## src/hw/pasmp_pkg.sv

```systemverilog
package pasmp_pkg;
   localparam int IN_W = 14;
   localparam int DIFF_W = 15;
   localparam int WORD_W = 12;
   localparam int UNS_W = 13;
   localparam int RAW_W = 15;
   localparam int LATENCY = 3;
   localparam int S1_BITS = 4;
   localparam int S2_BITS = 4;
   localparam int S3_BITS = 3;
   localparam int S4_BITS = 4;
   localparam int S1_SHIFT = 8;
   localparam int S2_SHIFT = 5;
   localparam int S3_SHIFT = 3;
   localparam int S1_OFFSET = 0;
   localparam int S2_OFFSET = 16;
   localparam int S3_OFFSET = 0;
   localparam int S4_SHIFT = 0;
   localparam int S4_OFFSET = 0;
   localparam logic [UNS_W-1:0] CORR_OFFSET = 13'h0010;
   localparam logic signed [DIFF_W-1:0] POS_FS = 15'sh07ff;
   localparam logic signed [DIFF_W-1:0] NEG_FS = -15'sh0800;
   localparam logic [WORD_W-1:0] CODE_POS_FS = 12'h7ff;
   localparam logic [WORD_W-1:0] CODE_NEG_FS = 12'h800;
   localparam logic [WORD_W-1:0] CODE_ZERO = 12'h000;
   localparam logic [UNS_W-1:0] MID_OFFSET = 13'h0800;
   localparam real MIN_CLK_KHZ = 10.0;

   typedef struct packed {
      logic [WORD_W-1:0] data;
      logic out_of_range_flag;
   } pasmp_word_t;

   typedef struct packed {
      logic [S1_BITS-1:0] c1;
      logic [S2_BITS-1:0] c2;
      logic [S3_BITS-1:0] c3;
      logic [S4_BITS-1:0] c4;
   } pasmp_raw_t;
endpackage

```

## src/hw/pasmp_top.sv

```systemverilog
`timescale 1ns/1ps
module pasmp_top
   import pasmp_pkg::*;
(
   input wire logic clk,
   input wire logic rst_n,
   input wire logic signed [IN_W-1:0] analog_input_pos,
   input wire logic signed [IN_W-1:0] analog_input_neg,
   input wire logic disturb,
   output pasmp_word_t sample_out,
   output logic word_suspect,
   output logic word_valid
);
   // Rising-edge group: input hold, stage 3 hold, raw bits, output buffer
   logic [UNS_W-1:0] track_hold_stage;
   logic in_range_hi;
   logic in_range_lo;
   logic [UNS_W-1:0] hold3;
   logic [S1_BITS-1:0] c1_d;
   logic [S2_BITS-1:0] c2_d;
   pasmp_raw_t raw;
   logic [1:0] otr_pipe;
   pasmp_word_t out_word;
   logic [LATENCY-1:0] fill;
   logic [LATENCY-1:0] spoil;
   logic [UNS_W-1:0] next_track_hold_stage;
   logic next_hi;
   logic next_lo;
   logic [UNS_W-1:0] next_hold3;
   logic [S1_BITS-1:0] next_c1_d;
   logic [S2_BITS-1:0] next_c2_d;
   pasmp_raw_t next_raw;
   logic [1:0] next_otr_pipe;
   pasmp_word_t next_out_word;
   logic [LATENCY-1:0] next_fill;
   logic [LATENCY-1:0] next_spoil;
   // Falling-edge group: stage 2 and stage 4 holds
   logic [UNS_W-1:0] hold2;
   logic [S1_BITS-1:0] c1_n;
   logic [UNS_W-1:0] hold4;
   logic [S1_BITS-1:0] c1_m;
   logic [S2_BITS-1:0] c2_m;
   logic [S3_BITS-1:0] c3_m;
   logic [UNS_W-1:0] next_hold2;
   logic [S1_BITS-1:0] next_c1_n;
   logic [UNS_W-1:0] next_hold4;
   logic [S1_BITS-1:0] next_c1_m;
   logic [S2_BITS-1:0] next_c2_m;
   logic [S3_BITS-1:0] next_c3_m;

   logic signed [DIFF_W-1:0] diff;
   logic [S1_BITS-1:0] c1;
   logic [S2_BITS-1:0] c2;
   logic [S3_BITS-1:0] c3;
   logic [S4_BITS-1:0] c4;
   logic [UNS_W-1:0] res1;
   logic [UNS_W-1:0] res2;
   logic [UNS_W-1:0] res3;
   logic [UNS_W-1:0] corrected;

   // Adds the weighted stage codes back into one offset word
   function automatic logic [UNS_W-1:0] correct(input pasmp_raw_t r);
      logic [UNS_W-1:0] sum;
      sum = (UNS_W'(r.c1) << S1_SHIFT) + (UNS_W'(r.c2) << S2_SHIFT) + (UNS_W'(r.c3) << S3_SHIFT);
      sum = sum + UNS_W'(r.c4) - CORR_OFFSET;
      return sum;
   endfunction

   pasmp_flash_stage #(.CODE_W(S1_BITS), .SHIFT(S1_SHIFT), .OFFSET(S1_OFFSET)) u_stage1 (
      .held(track_hold_stage),
      .code(c1),
      .residue(res1)
   );
   pasmp_flash_stage #(.CODE_W(S2_BITS), .SHIFT(S2_SHIFT), .OFFSET(S2_OFFSET)) u_stage2 (
      .held(hold2),
      .code(c2),
      .residue(res2)
   );
   pasmp_flash_stage #(.CODE_W(S3_BITS), .SHIFT(S3_SHIFT), .OFFSET(S3_OFFSET)) u_stage3 (
      .held(hold3),
      .code(c3),
      .residue(res3)
   );
   pasmp_flash_stage #(.CODE_W(S4_BITS), .SHIFT(S4_SHIFT), .OFFSET(S4_OFFSET)) u_stage4 (
      .held(hold4),
      .code(c4),
      .residue()
   );

   assign corrected = correct(raw);

   // Input track-and-hold: clamp at full scale, then offset form for the flashes
   always_comb begin
      diff = DIFF_W'(analog_input_pos) - DIFF_W'(analog_input_neg);
      next_hi = diff > POS_FS;
      next_lo = diff < NEG_FS;
      if (next_hi) begin
         next_track_hold_stage = UNS_W'(CODE_POS_FS) + MID_OFFSET;
      end else if (next_lo) begin
         next_track_hold_stage = UNS_W'(CODE_NEG_FS) - MID_OFFSET;
      end else begin
         next_track_hold_stage = UNS_W'(diff) + MID_OFFSET;
      end
   end

   // Input held from the rising edge through the high phase
   always_ff @(posedge clk or negedge rst_n) begin
      if (!rst_n) begin
         track_hold_stage <= MID_OFFSET;
         in_range_hi <= 1'b0;
         in_range_lo <= 1'b0;
      end else begin
         track_hold_stage <= next_track_hold_stage;
         in_range_hi <= next_hi;
         in_range_lo <= next_lo;
      end
   end

   // Second stage holds the first residue on the falling edge
   always_comb begin
      next_hold2 = res1;
      next_c1_n = c1;
   end

   always_ff @(negedge clk or negedge rst_n) begin
      if (!rst_n) begin
         hold2 <= '0;
         // Mid-scale code, so the reset-held input reads as zero
         c1_n <= S1_BITS'(MID_OFFSET >> S1_SHIFT);
      end else begin
         hold2 <= next_hold2;
         c1_n <= next_c1_n;
      end
   end

   // Third stage holds on the rising edge; earlier codes wait alongside
   always_comb begin
      next_hold3 = res2;
      next_c1_d = c1_n;
      next_c2_d = c2;
   end

   always_ff @(posedge clk or negedge rst_n) begin
      if (!rst_n) begin
         hold3 <= '0;
         c1_d <= '0;
         c2_d <= '0;
      end else begin
         hold3 <= next_hold3;
         c1_d <= next_c1_d;
         c2_d <= next_c2_d;
      end
   end

   // Fourth stage holds on the falling edge with the earlier codes
   always_comb begin
      next_hold4 = res3;
      next_c1_m = c1_d;
      next_c2_m = c2_d;
      next_c3_m = c3;
   end

   always_ff @(negedge clk or negedge rst_n) begin
      if (!rst_n) begin
         hold4 <= '0;
         c1_m <= '0;
         c2_m <= '0;
         c3_m <= '0;
      end else begin
         hold4 <= next_hold4;
         c1_m <= next_c1_m;
         c2_m <= next_c2_m;
         c3_m <= next_c3_m;
      end
   end

   // Raw bits, out-of-range delay and the output buffer
   always_comb begin
      next_raw = '{c1: c1_m, c2: c2_m, c3: c3_m, c4: c4};
      next_otr_pipe = {otr_pipe[0], in_range_hi | in_range_lo};
      next_out_word.data = corrected[WORD_W-1:0] ^ CODE_NEG_FS;
      next_out_word.out_of_range_flag = otr_pipe[1];
   end

   always_ff @(posedge clk or negedge rst_n) begin
      if (!rst_n) begin
         raw <= '0;
         otr_pipe <= '0;
         out_word <= '{data: CODE_ZERO, out_of_range_flag: 1'b0};
      end else begin
         raw <= next_raw;
         otr_pipe <= next_otr_pipe;
         out_word <= next_out_word;
      end
   end

   // Pipeline fill since reset and words a disturbance may have spoiled
   always_comb begin
      next_fill = {fill[LATENCY-2:0], 1'b1};
      next_spoil = {spoil[LATENCY-2:0], 1'b0} | {LATENCY{disturb}};
   end

   always_ff @(posedge clk or negedge rst_n) begin
      if (!rst_n) begin
         fill <= '0;
         spoil <= '0;
      end else begin
         fill <= next_fill;
         spoil <= next_spoil;
      end
   end

   assign sample_out = out_word;
   assign word_suspect = spoil[LATENCY-1];
   assign word_valid = fill[LATENCY-1] & ~spoil[LATENCY-1];
endmodule

```

## src/hw/pasmp_flash_stage.sv

```systemverilog
`timescale 1ns/1ps
module pasmp_flash_stage
   import pasmp_pkg::*;
#(
   parameter int CODE_W = 4,
   parameter int SHIFT = 8,
   parameter int OFFSET = 0
) (
   input wire logic [UNS_W-1:0] held,
   output logic [CODE_W-1:0] code,
   output logic [UNS_W-1:0] residue
);
   logic [UNS_W-1:0] biased;
   logic [UNS_W-1:0] coarse;

   // Coarse guess, then subtract its weight to leave the residue
   always_comb begin
      biased = held + UNS_W'(OFFSET);
      coarse = biased >> SHIFT;
      code = coarse[CODE_W-1:0];
      residue = biased - (coarse << SHIFT);
   end
endmodule

```

## config.mk

```make
export PLATFORM = sky130hd
export DESIGN_NAME = pasmp_top
export DESIGN_NICKNAME = d
export VERILOG_FILES = /design/src/hw/pasmp_pkg.sv /design/src/hw/pasmp_top.sv /design/src/hw/pasmp_flash_stage.sv
export SDC_FILE = /design/constraint.sdc
export NUM_CORES = 1
export LEC_CHECK = 0
export BUFFER_PORTS_ARGS = -buffer_cell sky130_fd_sc_hd__buf_2
export CAP_MARGIN = 10
export CORE_MARGIN = 1
export CORE_UTILIZATION = 45
export DETAILED_ROUTE_END_ITERATION = 8
export PLACE_DENSITY_LB_ADDON = 0.25
export SYNTH_ARGS = -nofsm -noshare
export SYNTH_HDL_FRONTEND = slang
export SYNTH_HIERARCHICAL = 1
export SYNTH_SLANG_ARGS = --single-unit
export TNS_END_PERCENT = 100
```

## constraint.sdc

```tcl
create_clock -name clk -period 2.3 [get_ports clk]
set_clock_uncertainty 0.1 [all_clocks]
set_input_delay 0.23 -clock clk [delete_from_list [all_inputs] [get_ports clk]]
set_output_delay 0.23 -clock clk [all_outputs]
set_load 0.005 [all_outputs]
```

==> flow_summary.json, run 1 <==
{
  "min_period_ps": 2745,
  "syn_area_per_cell_sq_um": 12.35,
  "htree_levels": 3,
  "drc_errors": 0,
  "finalHoldViolations": 0,
  "met3_usage": 0.03633,
  "die_w_um": 95.86,
  "synth_nets": 382,
  "syn_inst": 321,
  "met1_usage": 0.1389,
  "rsz0062_at_grt": "true",
  "clk_latency_ps": 380,
  "cp_slowest_stage_delay_ps": 390,
  "hold_start": "analog_input_neg[0]",
  "clockRootBuffer": "clkbuf_8",
  "start_util": 0.4729,
  "crit_type": "in -> reg",
  "die_area_sq_um": 9188,
  "max-vdd-ir-drop_mv": 0.4070,
  "syn_area_sq_um": 3964,
  "first_global_vias": 2491,
  "ant_nets": 0,
  "grt_pass1_wl_mm": 10.16,
  "grt_max_degree": 32,
  "io_pins": 46,
  "startpoint_type": "input pin",
  "vias": 2442,
  "cts.clk_slew.worst_paths_ps": 80,
  "grt_usage": 0.1471,
  "status": "finished with violations",
  "totalWireLength_mm": 5.755,
  "hold_depth": 3,
  "fill_cells": 693,
  "rr_worst_depth": 3,
  "busiest_layer": "met2",
  "violations": "setup timing",
  "dp_slack_ps": -917.1,
  "fmax_mhz": 364.3,
  "avgViaCountPerCell": 4.696,
  "crit_start": "analog_input_pos[0]",
  "antenna_found_initial": 0,
  "worstPathArrival_ps": 2870,
  "drive_above_1_share": 0.4169,
  "setup_ws_ps": -444.8,
  "port_buffers": 45,
  "antenna-diode-count": 0,
  "path_common_cell": "buf_4",
  "cts_tree": "done",
  "path_max_fanout": 6,
  "crit_chain": "buf_8 -> inv_8 -> ha_4 -> fa_2 -> nor2b_4 -> o311ai_4 -> a21bo_2 -> a311oi_2 -> xor2_1 -> buf_4 -> or3_1 -> a221oi_2 -> buf_4 -> o2bb2ai_1",
  "hold_class": "in -> reg",
  "dp_hpwl_mm": 4.325,
  "gp_congestion": 0.8083,
  "drtPass1Iterations": 4,
  "dr.first_iter.drc_count": 88,
  "fp-row-count": 33,
  "leakagePower_uw": 0.002431,
  "crit_path_end_kind": "register",
  "yosys_warnings": 6,
  "cts_max_path_buffers": 2,
  "area_growth_pct": 28.09,
  "cts.sinks": 92,
  "cpMaxStageDelayCell": "fa_2",
  "numCtsBuffers": 9,
  "post_drt_wl_per_cell_um": 11.07,
  "fp.dieH_um": 95.86,
  "total_power_uw": 4745,
  "max_cap_viol_count": 0,
  "grt_overflow_total": 0,
  "finalCritPeriodShare": 1.193,
  "core_area_sq_um": 8382,
  "finalSetupViolations": 14,
  "power_density_nw_per_um2": 934.5,
  "crit_required_ps": 2420,
  "grt_use_met2": 0.2917,
  "drv_slew": 0,
  "reg2reg_from": "hold2[4]$_DFF_NN0_",
  "final_nets": 471
}
==> placed cells by master, fill, tap and decap left out, drive strengths merged, types with 2 or more instances in the layout <==
cell type      n
clkinv         3
a21oi         15
o2bb2ai        7
nand3          6
nand2          6
o31ai          4
bufinv         2
nor2b          3
fa             2
conb           4
a311oi         3
inv           41
a211oi         3
ha            28
xor2           7
a21bo          2
or2            4
nand4          2
buf          111
dfrtp         63
dfstp          2
nor2          10
clkbuf        10
o22ai          4
dlygate4sd3    2
a21o           4
o311ai         2
o21bai         4
dfrtn         27
nor3           3
xnor2         13
==> sequential cells by signal (all words and copies together), names as in the netlist, 4 cells and up <==
register	cells
c1_d	4
c1_m	4
c1_n	4
c2_d	4
c2_m	4
hold2	9
hold3	6
hold4	4
raw	15
sample_out	13
track_hold_stage	12
==> cell type report <==
cell class              instances  area [sq um]  area share
multi-input cells             153          1451      0.2859
clock buffers                  10         137.6     0.02711
inverters                      40         161.4     0.03179
flip-flops and latches         92          2305      0.4539
clock inverters                 7         98.84     0.01947
well taps                     105         131.4     0.02587
repair buffers                113         792.0      0.1560
==> critical path, delay by kind of cell <==
family | cells | cell delay (ps)
AO/OA/AOI/OAI | 5 | 960
XOR/XNOR | 1 | 140
adder cells (fa/ha/maj) | 2 | 540
buffers and inverters | 4 | 490
AND/OR/NAND/NOR | 2 | 510
==> layer usage <==
metal  share of wire  vias up
met4           0.019        0
met3           0.031        7
met1            0.39     1178
li1                -     1213
met5               0        -
met2            0.56       44
==> power breakdown <==
part	total, uW	internal [uW]	switching [uW]
Combinational	1400	729	675
Sequential	2150	2050	107
Clock	1190	653	535
Total	4740	3430	1320
==> worst paths after layout <==
path	to	slack, ps
max	track_hold_stage[7]$_DFF_PN0_	-440
min	track_hold_stage[0]$_DFF_PN0_	100
max reg2reg	c2_d[3]$_DFF_PN0_	110
min reg2reg	otr_pipe[1]$_DFF_PN0_	250
max in group asynchronous	c2_m[3]$_DFF_NN0_	330
min in group asynchronous	sample_out[2]$_DFF_PN0_	240
==> stage by stage <==
stage	utilization	hold WS, ps	cells	cell area, sq um	setup TNS (ps)
6_report	0.6058	102.4	520	5077	-5451
5_1_grt	0.6058	87.38	520	5077	-7109
4_1_cts	0.6004	78.50	518	5032	-5488
3_5_place_dp	0.5475	75.21	493	4589	-12120
3_3_place_gp	0.5475	70.47	493	4589	-11030
2_1_floorplan	-	-165.6	321	4026	-7832
==> repair_timing <==
action                     in CTS  in global routing
hold buffers                    2                  0
hold endpoints to repair        9                  0
buffers inserted                6                  3
pin swaps                      17                 10
setup endpoints to repair      15                 16
gates resized for setup        26                  8
cloned                          1                  0
Note: power is estimated with default switching activity, not from simulation.
==> run 2, diff against run 1 <==
--- a/config.mk
+++ b/config.mk
@@ -8,7 +8,8 @@
 export BUFFER_PORTS_ARGS = -buffer_cell sky130_fd_sc_hd__buf_2
 export CAP_MARGIN = 10
 export CORE_MARGIN = 1
-export CORE_UTILIZATION = 45
+export CORE_UTILIZATION = 40
+export CTS_BUF_LIST = sky130_fd_sc_hd__clkbuf_4 sky130_fd_sc_hd__clkbuf_8
 export DETAILED_ROUTE_END_ITERATION = 8
 export PLACE_DENSITY_LB_ADDON = 0.25
 export SYNTH_ARGS = -nofsm -noshare
==> run 2 against run 1 <==
The flow still finishes with violations (setup timing). Utilization down 7.8 points. Final cell count rose by 3.8%. Register-to-register slack got worse by 30 ps. Hold slack improved by 24 ps. Wire length increased by 2.7%. Final area decreased by 2.2%. Via count is 2.3% lower. Combinational power is 3% lower.
==> flow_summary.json, run 2 (synthesized netlist as in run 1, its figures left out) <==
{
  "cts_max_path_buffers": 2,
  "crit_required_ps": 2430,
  "grt_usage": 0.1314,
  "grt_pass1_wl_mm": 10.22,
  "avgViaCountPerCell": 4.420,
  "post_drt_wl_per_cell_um": 10.94,
  "worstPathArrival_ps": 2800,
  "htree_levels": 3,
  "area_growth_pct": 25.25,
  "drv_slew": 0,
  "antenna-diode-count": 0,
  "startpoint_type": "input pin",
  "io_pins": 46,
  "fp-row-count": 35,
  "rsz0062_at_grt": "true",
  "finalSetupViolations": 14,
  "grt_max_degree": 21,
  "max-vdd-ir-drop_mv": 0.4139,
  "crit_path_end_kind": "register",
  "r2r-end": "c2_d[3]$_DFF_PN0_",
  "drive_above_1_share": 0.3844,
  "dr.first_iter.drc_count": 81,
  "cp_slowest_stage_delay_ps": 470,
  "finalCritPeriodShare": 1.162,
  "die_area_sq_um": 10310,
  "vias": 2387,
  "drc_errors": 0,
  "final_cell_mix": "63 x dfrtp_1, 60 x buf_4, 42 x buf_2, 38 x inv_1, 27 x dfrtn_1",
  "final_nets": 467,
  "clockRootBuffer": "clkbuf_8",
  "crit_chain": "buf_8 -> inv_8 -> ha_4 -> fa_2 -> nor2b_4 -> o311ai_4 -> buf_4 -> or4b_4 -> o311ai_4 -> nand4_1 -> or3_1 -> a221oi_2 -> buf_4 -> a22oi_1",
  "power_density_nw_per_um2": 916.8,
  "rr_worst_depth": 3,
  "cts.sinks": 92,
  "crit_start": "analog_input_pos[0]",
  "setup_tns_ps": -4295,
  "largest_register_ffs": 15,
  "crit_type": "in -> reg",
  "worst-path-buf-inv": 4,
  "start_util": 0.4210,
  "reg2reg_from": "hold2[4]$_DFF_NN0_",
  "antenna_found_initial": 0,
  "die_w_um": 101.5,
  "grt_overflow_total": 0,
  "dp_slack_ps": -897.0,
  "crit_end": "track_hold_stage[4]$_DFF_PN0_",
  "ant_nets": 0,
  "path_depth": 14,
  "cts.clk_slew.worst_paths_ps": 70,
  "min_period_ps": 2673,
  "final_common_cell": "dfrtp_1",
  "cpMaxStageDelayCell": "or4b_4",
  "first_global_vias": 2445,
  "hold_class": "in -> reg",
  "gp_congestion": 0.7882,
  "setup_ws_ps": -373.1,
  "fmax_mhz": 374.1,
  "fp.dieH_um": 101.5,
  "port_buffers": 45,
  "finalHoldViolations": 0,
  "leakagePower_uw": 0.002374,
  "cts_tree": "done",
  "path_max_fanout": 6,
  "clk_latency_ps": 380,
  "hold_start": "analog_input_neg[0]",
  "path_delay_family": "simple AND/OR/NAND/NOR gates",
  "core_area_sq_um": 9415,
  "numCtsBuffers": 9,
  "violations": "setup timing",
  "rrSetupSlack_ps": 80,
  "status": "finished with violations",
  "largest_register": "raw",
  "totalWireLength_mm": 5.910,
  "drtPass1Iterations": 4,
  "dp_hpwl_mm": 4.477,
  "max_cap_viol_count": 0
}
==> run 2: cell types whose count changed in the layout (fill, tap and decap cells not counted), moves of 2 or more <==
cell,previous run,this run
clkinv_2,0,3
buf_4,63,60
o22ai_2,4,1
nor2_1,8,10
o2bb2ai_2,5,1
o2bb2ai_1,2,6
o22ai_1,0,3
clkbuf_4,0,2
clkinv_4,3,0
nor2_2,2,0
==> run 2: per-layer routing <==
layer | global-route usage | share of wire
met1 | 0.1340 | 0.40
met2 | 0.2432 | 0.55
met3 | 0.03244 | 0.032
met4 | 0.07581 | 0.020
met5 | 0 | 0
==> run 2: worst min-delay path by stage <==
stage                                               end  slack [ps]  depth (start not counted)
after floorplan                       c1_d[0]$_DFF_PN0_        -170                          0
after global placement               hold3[3]$_DFF_PN0_           8                          1
after detailed placement             hold3[3]$_DFF_PN0_          10                          1
after CTS                 track_hold_stage[0]$_DFF_PN0_         100                          3
after global routing      track_hold_stage[0]$_DFF_PN0_          90                          3
final                     track_hold_stage[0]$_DFF_PN0_         130                          3
==> run 2: timing repair <==
action,CTS,global route
gates cloned,1,0
hold endpoints to repair,46,0
setup endpoints to repair,15,15
setup buffers,4,1
hold buffers,2,0
pin swaps,15,7
gates resized for setup,20,3
==> run 2: metrics by stage <==
stage                     cells  total power, uW    util  hold WS (ps)  instance area, sq um
after floorplan             321             3091       -        -165.6                  4026
after global placement      516             3397  0.4885         8.265                  4599
after detailed placement    516             3448  0.4885         12.35                  4599
after CTS                   539             4568  0.5249         101.7                  4942
after global routing        540             4886  0.5273         93.11                  4965
final                       540             4552  0.5273         126.3                  4965
==> run 2: final cells by class <==
type | instances | area [sq um]
Fill cell | 826 | 4451
Sequential cell | 92 | 2305
Multi-Input combinational cell | 153 | 1394
Timing Repair Buffer | 109 | 749.5
Tap cell | 129 | 161.4
Inverter | 40 | 160.2
Clock buffer | 11 | 138.9
Clock inverter | 6 | 56.30
==> run 2: worst reg2reg max path, delay by kind of cell (launching register included) <==
family,cells,cell delay (ps)
flip-flops,1,440
XOR/XNOR,1,130
adder cells (fa/ha/maj),1,210
AND/OR/NAND/NOR,1,100
==> run 2: power breakdown <==
group,internal [uW],switching (uW)
Clock,523,507
Combinational,726,637
Sequential,2050,113
